<file path="src/sysref_cap_pkg.sv">
// shared constants, modes and state carriers for the sysref capture control block
package sysref_cap_pkg;

   ////////////////////////////////////////////////////////////////////////////////
   // register offsets on the serial-port register path
   localparam logic [11:0] ADDR_CAPTURE_CONTROL = 12'h120;  // sysref_capture_control
   localparam logic [11:0] ADDR_IGNORE_COUNT    = 12'h121;  // sysref_ignore_count
   localparam logic [11:0] ADDR_SKEW_WINDOW     = 12'h122;  // sysref_skew_window

   // reset values of the three registers
   localparam logic [7:0]  RST_CAPTURE_CONTROL  = 8'h00;
   localparam logic [7:0]  RST_IGNORE_COUNT     = 8'h00;
   localparam logic [7:0]  RST_SKEW_WINDOW      = 8'h00;
   localparam logic [7:0]  RDATA_UNMAPPED       = 8'h00;    // answer for unmapped reads

   ////////////////////////////////////////////////////////////////////////////////
   // field positions
   localparam int FLAG_RST_BIT  = 6;                         // flag reset bit
   localparam int TRANS_SEL_BIT = 4;                         // transition select bit
   localparam int EDGE_SEL_BIT  = 3;                         // clock edge select bit
   localparam int MODE_LSB      = 1;                         // capture mode [2:1]
   localparam int IGN_LSB       = 0;                         // ignore count [3:0]
   localparam int NEG_WIN_LSB   = 2;                         // negative window [3:2]
   localparam int POS_WIN_LSB   = 0;                         // positive window [1:0]

   ////////////////////////////////////////////////////////////////////////////////
   // local frame phase counter: wraps naturally at 16 cycles
   localparam int          PHASE_W    = 4;
   localparam logic [3:0]  PHASE_HALF = 4'h8;               // below: late, else early

   ////////////////////////////////////////////////////////////////////////////////
   // capture modes, encoded 0, 1, 2 in declaration order
   typedef enum logic [1:0] {
      MODE_OFF,
      MODE_CONT,
      MODE_NSHOT
   } cap_mode_t;

   // software control fields
   typedef struct packed {
      logic        flag_rst;     // hold setup and hold flags cleared
      logic        trans_sel;    // 0 rising sysref, 1 falling sysref
      logic        edge_sel;     // 0 rising clock, 1 falling clock
      logic [1:0]  mode;         // capture mode code
      logic [3:0]  ign;          // n-shot transitions to skip
      logic [1:0]  neg_win;      // early tolerance in cycles
      logic [1:0]  pos_win;      // late tolerance in cycles
   } cap_ctrl_t;

   // whole state of the capture block
   typedef struct packed {
      cap_ctrl_t             ctrl;       // register contents
      logic                  smp_prev;   // sysref level one cycle ago
      logic [3:0]            seen;       // n-shot transitions skipped so far
      logic                  done;       // n-shot has acted
      logic [PHASE_W-1:0]    phase;      // local frame phase
      logic                  setup_err;  // early beyond window
      logic                  hold_err;   // late beyond window
      logic                  cap_pulse;  // transition acted on
      logic                  realign;    // phase was realigned
      logic [7:0]            rdata;      // read data register
   } cap_state_t;

endpackage

</file>
<file path="src/sysref_capture_control.sv">
// sysref capture control: registers, edge selection, n-shot and skew window checks
//
// Contract
// [RL1] flag reset bit holds error flags cleared
// [RL2] transition select picks rising or falling sysref
// [RL3] host disables capture before changing transition select
// [RL4] edge select picks rising or falling clock
// [RL5] mode: 0 off, 1 continuous, 2 n-shot
// [RL6] n-shot skips the programmed number of transitions
// [RL7] negative window codes 0 and 1 tolerance
// [RL8] negative window codes 2 and 3 tolerance
// [RL9] positive window gives zero to three cycles
// [RL10] n-shot acts once until software re-arms
`timescale 1ns/1ps
`default_nettype none
module sysref_capture_control
   import sysref_cap_pkg::*;
(
   input  wire logic        ref_clk,
   input  wire logic        sys_rst,
   input  wire logic        sysref_in,
   input  wire logic [11:0] reg_addr,
   input  wire logic        reg_we,
   input  wire logic        reg_re,
   input  wire logic [7:0]  reg_wdata,
   output logic      [7:0]  reg_rdata,
   output logic             capture_pulse,
   output logic             realign_pulse,
   output logic             setup_err,
   output logic             hold_err,
   output logic             nshot_done,
   output logic      [3:0]  frame_phase
);

   cap_state_t        st_r;            // registered state
   cap_state_t        st_nxt;          // next state
   logic              rise_q;          // sysref sampled on rising clock
   logic              fall_q;          // sysref sampled on falling clock
   logic              smp;             // sysref on the selected clock edge
   logic              valid_tr;        // valid transition this cycle
   logic              act;             // transition acted on this cycle
   logic [3:0]        early_d;         // cycles before the frame boundary

   ////////////////////////////////////////////////////////////////////////////////
   // synchronisers for both clock edges
   sysref_sampler #(.FALL(1'b0)) u_rise_smp
   (
      .ref_clk (ref_clk),
      .sys_rst (sys_rst),
      .pin_in  (sysref_in),
      .q       (rise_q)
   );

   sysref_sampler #(.FALL(1'b1)) u_fall_smp
   (
      .ref_clk (ref_clk),
      .sys_rst (sys_rst),
      .pin_in  (sysref_in),
      .q       (fall_q)
   );

   // pick the sampling edge
   assign smp      = st_r.ctrl.edge_sel ? fall_q : rise_q;  // RL4
   // pick the valid transition direction
   assign valid_tr = st_r.ctrl.trans_sel ? (st_r.smp_prev & ~smp)
                                         : (smp & ~st_r.smp_prev);  // RL2
   assign early_d  = 4'h0 - st_r.phase;

   ////////////////////////////////////////////////////////////////////////////////
   // next-state logic
   always_comb
   begin
      st_nxt           = st_r;
      act              = 1'b0;
      st_nxt.cap_pulse = 1'b0;
      st_nxt.realign   = 1'b0;
      st_nxt.smp_prev  = smp;
      st_nxt.phase     = st_r.phase + 4'h1;

      // capture decision per mode
      case (cap_mode_t'(st_r.ctrl.mode))  // RL5
         MODE_CONT:
            act = valid_tr;
         MODE_NSHOT:
         begin
            if (valid_tr && !st_r.done)  // RL10
            begin
               if (st_r.seen < st_r.ctrl.ign)
                  st_nxt.seen = st_r.seen + 4'h1;  // RL6
               else
               begin
                  act         = 1'b1;
                  st_nxt.done = 1'b1;  // RL10
               end
            end
         end
         default:
            act = 1'b0;
      endcase

      // skew window check of an acted transition
      if (act)
      begin
         st_nxt.cap_pulse = 1'b1;
         if (st_r.phase == 4'h0)
            st_nxt.realign = 1'b0;  // RL7
         else if (st_r.phase <= {2'b00, st_r.ctrl.pos_win})
            st_nxt.realign = 1'b0;  // RL9
         else if (early_d <= {2'b00, st_r.ctrl.neg_win})
            st_nxt.realign = 1'b0;  // RL8
         else
         begin
            st_nxt.realign = 1'b1;
            st_nxt.phase   = 4'h0;
            if (st_r.phase < PHASE_HALF)
               st_nxt.hold_err = 1'b1;
            else
               st_nxt.setup_err = 1'b1;
         end
      end

      // flag reset overrides any new error
      if (st_r.ctrl.flag_rst)
      begin
         st_nxt.setup_err = 1'b0;  // RL1
         st_nxt.hold_err  = 1'b0;  // RL1
      end

      // register writes; a control write re-arms n-shot
      if (reg_we)
      begin
         case (reg_addr)
            ADDR_CAPTURE_CONTROL:
            begin
               st_nxt.ctrl.flag_rst  = reg_wdata[FLAG_RST_BIT];
               st_nxt.ctrl.trans_sel = reg_wdata[TRANS_SEL_BIT];
               st_nxt.ctrl.edge_sel  = reg_wdata[EDGE_SEL_BIT];
               st_nxt.ctrl.mode      = reg_wdata[MODE_LSB +: 2];
               st_nxt.seen           = 4'h0;
               st_nxt.done           = 1'b0;
            end
            ADDR_IGNORE_COUNT:
               st_nxt.ctrl.ign = reg_wdata[IGN_LSB +: 4];
            ADDR_SKEW_WINDOW:
            begin
               st_nxt.ctrl.neg_win = reg_wdata[NEG_WIN_LSB +: 2];
               st_nxt.ctrl.pos_win = reg_wdata[POS_WIN_LSB +: 2];
            end
            default:
               st_nxt.seen = st_nxt.seen;
         endcase
      end

      // register reads, reserved bits as zero
      if (reg_re)
      begin
         st_nxt.rdata = RDATA_UNMAPPED;
         case (reg_addr)
            ADDR_CAPTURE_CONTROL:
            begin
               st_nxt.rdata[FLAG_RST_BIT]   = st_r.ctrl.flag_rst;
               st_nxt.rdata[TRANS_SEL_BIT]  = st_r.ctrl.trans_sel;
               st_nxt.rdata[EDGE_SEL_BIT]   = st_r.ctrl.edge_sel;
               st_nxt.rdata[MODE_LSB +: 2]  = st_r.ctrl.mode;
            end
            ADDR_IGNORE_COUNT:
               st_nxt.rdata[IGN_LSB +: 4] = st_r.ctrl.ign;
            ADDR_SKEW_WINDOW:
            begin
               st_nxt.rdata[NEG_WIN_LSB +: 2] = st_r.ctrl.neg_win;
               st_nxt.rdata[POS_WIN_LSB +: 2] = st_r.ctrl.pos_win;
            end
            default:
               st_nxt.rdata = RDATA_UNMAPPED;
         endcase
      end
   end

   ////////////////////////////////////////////////////////////////////////////////
   // state register
   always_ff @(posedge ref_clk or posedge sys_rst)
   begin
      if (sys_rst)
      begin
         st_r              <= '0;
         st_r.ctrl.flag_rst  <= RST_CAPTURE_CONTROL[FLAG_RST_BIT];
         st_r.ctrl.trans_sel <= RST_CAPTURE_CONTROL[TRANS_SEL_BIT];
         st_r.ctrl.edge_sel  <= RST_CAPTURE_CONTROL[EDGE_SEL_BIT];
         st_r.ctrl.mode      <= RST_CAPTURE_CONTROL[MODE_LSB +: 2];
         st_r.ctrl.ign       <= RST_IGNORE_COUNT[IGN_LSB +: 4];
         st_r.ctrl.neg_win   <= RST_SKEW_WINDOW[NEG_WIN_LSB +: 2];
         st_r.ctrl.pos_win   <= RST_SKEW_WINDOW[POS_WIN_LSB +: 2];
      end
      else
         st_r <= st_nxt;
   end

   // outputs straight from the state register
   assign reg_rdata     = st_r.rdata;
   assign capture_pulse = st_r.cap_pulse;
   assign realign_pulse = st_r.realign;
   assign setup_err     = st_r.setup_err;
   assign hold_err      = st_r.hold_err;
   assign nshot_done    = st_r.done;
   assign frame_phase   = st_r.phase;
endmodule
`default_nettype wire

</file>
<file path="src/sysref_sampler.sv">
// two-stage synchroniser for the sysref pin, first stage on a chosen clock edge
`timescale 1ns/1ps
`default_nettype none
module sysref_sampler
#(
   parameter bit FALL = 1'b0           // first stage on falling clock edge
)
(
   input  wire logic ref_clk,
   input  wire logic sys_rst,
   input  wire logic pin_in,
   output logic      q
);

   logic stage1_r;                      // read only by the second stage

   ////////////////////////////////////////////////////////////////////////////////
   // first stage on the selected edge
   generate
      if (FALL)
      begin : g_fall
         always_ff @(negedge ref_clk or posedge sys_rst)
         begin
            if (sys_rst)
               stage1_r <= 1'b0;
            else
               stage1_r <= pin_in;
         end
      end
      else
      begin : g_rise
         always_ff @(posedge ref_clk or posedge sys_rst)
         begin
            if (sys_rst)
               stage1_r <= 1'b0;
            else
               stage1_r <= pin_in;
         end
      end
   endgenerate

   ////////////////////////////////////////////////////////////////////////////////
   // second stage always on the rising edge
   always_ff @(posedge ref_clk or posedge sys_rst)
   begin
      if (sys_rst)
         q <= 1'b0;
      else
         q <= stage1_r;
   end

endmodule
`default_nettype wire

</file>
<file path="config.mk">
export PLATFORM = sky130hd
export DESIGN_NAME = sysref_capture_control
export DESIGN_NICKNAME = d
export VERILOG_FILES = /design/src/sysref_cap_pkg.sv /design/src/sysref_capture_control.sv /design/src/sysref_sampler.sv
export SDC_FILE = /design/constraint.sdc
export NUM_CORES = 1
export LEC_CHECK = 0
export BUFFER_PORTS_ARGS = -buffer_cell sky130_fd_sc_hd__buf_4
export CAP_MARGIN = 20
export CORE_MARGIN = 2
export CORE_UTILIZATION = 35
export CTS_CLUSTER_DIAMETER = 30
export DETAILED_ROUTE_END_ITERATION = 12
export GPL_TIMING_DRIVEN = 0
export PLACE_DENSITY = 0.63
export SYNTH_ARGS = -nofsm -noshare
export SYNTH_HDL_FRONTEND = slang
export SYNTH_SLANG_ARGS = --single-unit
</file>
<file path="constraint.sdc">
create_clock -name ref_clk -period 1.9 [get_ports ref_clk]
set_input_delay 0.38 -clock ref_clk [delete_from_list [all_inputs] [get_ports ref_clk]]
set_output_delay 0.38 -clock ref_clk [all_outputs]
set_load 0.005 [all_outputs]
</file>
Word level (Yosys, flattened, before mapping)
Cells that the tools add are included. W data, S select, Z words.

Register bits after elaboration: 37. Output and inout port bits: 17. Input bits: 25. Logic and storage cells: 76.

Reduce and logical (&&, ||, !) cells: 10. Multiplexer cells: 26. Eq/ne operators: 9. Magnitude comparators: 4. Bitwise gates (word level): 4. Add/sub/neg operators: 3.

Operator list (number): $eq A12 B9 Y1 const B (3); $mux W6 (3); $mux W5 (3); $mux W1 (13); $reduce_and A5 Y1 (2); $pmux W3 S3 (1); $add A4 B1 Y4 const B (2); $le A4 B2 Y1 (2); $mux W4 (2); $mux W8 (1); $ne A2 B2 Y1 const B (4); $reduce_and A2 Y1 (3); $logic_not A4 Y1 (1); $lt A4 B4 Y1 (1); $lt A4 B4 Y1 const B (1); $pmux W1 S2 (2); $reduce_bool A2 Y1 (2); $sub A1 B4 Y4 const A (1); $and A1 B1 Y1 (2); $eq A2 B1 Y1 const B (1); $eq A2 B2 Y1 const B (1); $mux W2 (1); $not A1 Y1 (2); $logic_and A1 B1 Y1 (1); $logic_not A1 Y1 (1).

Logic depth before layout (Yosys ltp)
Depth after elaboration: 9. Gate-level depth with buffers: 7. Depth with buffers taken out: 7.

Hierarchy
A second synthesis with hierarchy kept.

Cell total of the unflattened synthesis: 199. Area total of the unflattened synthesis: 1993.2 um2.

Modules (own cells, without submodules): sysref_capture_control (cells an instance 193, times used 1, area each 1885.6 um2, seq. area each 825.8 um2); sysref_sampler (cells an instance 3, times used 2, area each 53.8 um2, seq. area each 50.0 um2).

==> impl_metrics.tcl <==
set metrics [dict create \
    ant_nets 0 \
    met2_length_um 1890 \
    post-place-ws_ns -0.421 \
    n_antenna_cell 0 \
    yosysTopAreaCellShare_pct 46.1 \
    drv_slew 0 \
    ys_seq_area_share_pct 47.4 \
    leakage_uw 0.00124 \
    antenna_found_initial 0 \
    finalClockSkew_ns 0.00713 \
    min_period_ns 1.97 \
    finalSetupViolCount 7 \
    top_layer_used "met4" \
    clk_pin_slew_ns 0.07 \
    largest_register "st_r" \
    synth_flop_cell "dfrtp_1" \
    syn_avg_cell_area_sq_um 10.9 \
    die_h_um 78.7 \
    largest_reg_flops 18 \
    critPathRequiredTime_ns 2.11 \
    cts_root_buf "clkbuf_8" \
    cp_data_arrival_time_ns 2.18 \
    die_area_sq_mm 0.00620 \
    hp-class "in2reg" \
    min_to "u_rise_smp.stage1_r" \
    max_cap_violations 0 \
    ir_drop_uv 344 \
    worstSkewPairLatency_ns 0.29 \
    grt_max_degree 38 \
    grt_pass1_vias 1469 \
    start_util_pct 35.9 \
    finalHoldViolCount 0 \
    yosysWarnings 0 \
    grt_pass1_wl_um 6580 \
    gp_congestion 0.775 \
    cts_buffers 5 \
    io_buffers 35 \
    synth_top_area_cell "dfrtp_1" \
    avgViaCountPerCell 4.82 \
    p_total_uw 1520 \
    synth_edf_count 0 \
    vias 1461 \
    detailroute.wirelength.met3_um 228 \
    failed_checks "negative setup slack" \
    drc 0 \
    syn_to_final_growth_pct 31.2 \
    clock_sinks 37 \
    nNetsFinal 267 \
    timing.final.crit_share_pct 104 \
    critPathMaxFanout 7 \
    endpoint_kind "flip-flop" \
    htreeDepth 2 \
    drive_above_1_share_pct 43.3 \
    hp-start "sysref_in" \
    r2r-start "st_r[27]" \
    min_path_cells 1 \
    met1_length_um 1980 \
    cts_hold_buf 0 \
    synthTopCellsByArea "dfrtp_1 (46%), ha_1 (7.7%), mux2_2 (6.9%)" \
    reg2reg_to "st_r[20]" \
    rsz0062_at_grt "true" \
    start_kind "flip-flop" \
    routed_wl_um 4150 \
    worst_slew_pin_slew_ns 0.811 \
    setup_slack_ns -0.0710 \
    drt_pass1_iterations 4 \
    core_area_sq_mm 0.00544 \
    syn_inst 179 \
    synth_cell_types 43 \
    gr-total-overflow 0 \
    synth_area_sq_mm 0.00195 \
    drtIter0Drc 80 \
    relSlewSlack_pct 45.8 \
    fp.dieW_um 78.7 \
    async_flop_share_pct 100 \
    cellPowerDensity_mw_per_mm2 593 \
    status "finished with violations" \
    rrSetupSlack_ns -0.07 \
    grt_use_total_pct 13.8 \
    fmax_mhz 507 \
    rows 27 \
    cts.path.max_buffers 2 \
    ys_ff_latch 37 \
    cts_tree "yes" \
    reg2reg_depth 6 \
    routedWlPerCell_um 13.7 \
    tns_ns -0.328 \
    pin_count 42 \
    worstSetupPathType "reg2reg" \
    detailed_place_hpwl_um 2900 \
]
report_power, final:
group	internal [uW]	switching [uW]	leakage, uW	total (uW)
combinational	57.4	58.1	0.000721	115
clock	328	273	0.0000542	600
sequential	797	7.18	0.000463	804
per-layer routing:
layer,track usage (%),vias up
li1,-,726
met3,4.66,5
met1,16.8,699
met2,22.5,31
met5,0,-
met4,5.26,0
cells in the mapped netlist (2+ instances only):
master	number
nor2_1	6
nand2_1	4
dfrtp_1	36
a21o_1	2
xnor2_1	2
nand4_1	3
ha_1	12
a22o_1	2
nand2b_1	2
buf_4	12
mux2_2	12
nor3b_1	2
inv_1	18
a211o_1	3
o2bb2ai_1	4
o31ai_1	2
nor3_1	2
nor2b_1	3
clkbuf_1	3
mux2i_1	5
nor4b_1	2
o22ai_1	2
or4_1	2
o21ai_0	7
nand3_1	2
a21oi_1	12
critical path: stages (launching register included):
cell and delay [ns]:
dfrtp_1 0.39, inv_2 0.07, ha_4 0.16, or3b_4 0.38, a211o_4 0.38, or4_1 0.40, a21oi_1 0.14
area by class of cell:
type,count,area [sq um]
clock buffer,7,96.3
sequential,37,927
inverter,18,71.3
fill,517,2870
timing repair buffer,44,330
buffer,14,97.6
tap,72,90.1
multi-input combinational,110,947
clock inverter,1,5.00
kinds of logic after synthesis:
family / after synthesis / synth area share [%]
compound gates: 40 / 13.7
flops: 37 / 47.4
simple gates: 36 / 11.3
buf+inv: 33 / 8.64
mux: 18 / 10.2
fa+ha+maj: 12 / 7.68
xor+xnor: 2 / 0.896
other cells: 1 / 0.192
how the worst max path moves through the flow:
stage,cells past startpoint,from,to
after global placement,5,reg_addr[7],st_r[25]
final,6,st_r[27],st_r[20]
after global routing,6,st_r[27],st_r[20]
after detailed placement,5,reg_addr[7],st_r[25]
after floorplan,4,reg_addr[7],st_r[22]
after CTS,6,st_r[27],st_r[18]
placed cells by master, fill, tap and decap left out, types with 2 or more instances in the layout:
master      n
a211o_1     2
a21o_1      2
a21oi_1     7
a21oi_2     5
a22o_1      2
buf_4      56
clkbuf_1    2
clkbuf_8    7
conb_1      2
dfrtp_1    35
ha_1       11
inv_1      15
inv_2       2
mux2_2     12
mux2i_1     5
nand2_1     4
nand2b_1    2
nand3_1     2
nand4_1     3
nor2_1      6
nor2b_1     3
nor3_1      2
o21ai_0     6
o22ai_1     2
o2bb2ai_1   4
o31ai_1     2
or3b_4      2
or4_1       2
xnor2_1     2
repair_timing:
item / CTS / global route
pin swaps: 3 / 4
hold endpoints to repair: 0 / 0
resized for setup: 6 / 15
buffers inserted: 6 / 3
endpoints found under the setup margin: 13 / 22
through the flow:
| stage | hold WS (ns) | cells | cell area (sq um) | util [%] |
|---|---|---|---|---|
| global placement | 0.334 | 287 | 2320 | 42.6 |
| CTS | 0.196 | 301 | 2480 | 45.7 |
| global route | 0.193 | 303 | 2560 | 47.2 |
| floorplan | 0.331 | 180 | 1960 | - |
| finish | 0.205 | 303 | 2560 | 47.2 |
| detailed placement | 0.337 | 287 | 2320 | 42.6 |
Power figures use the tool's default switching activity.
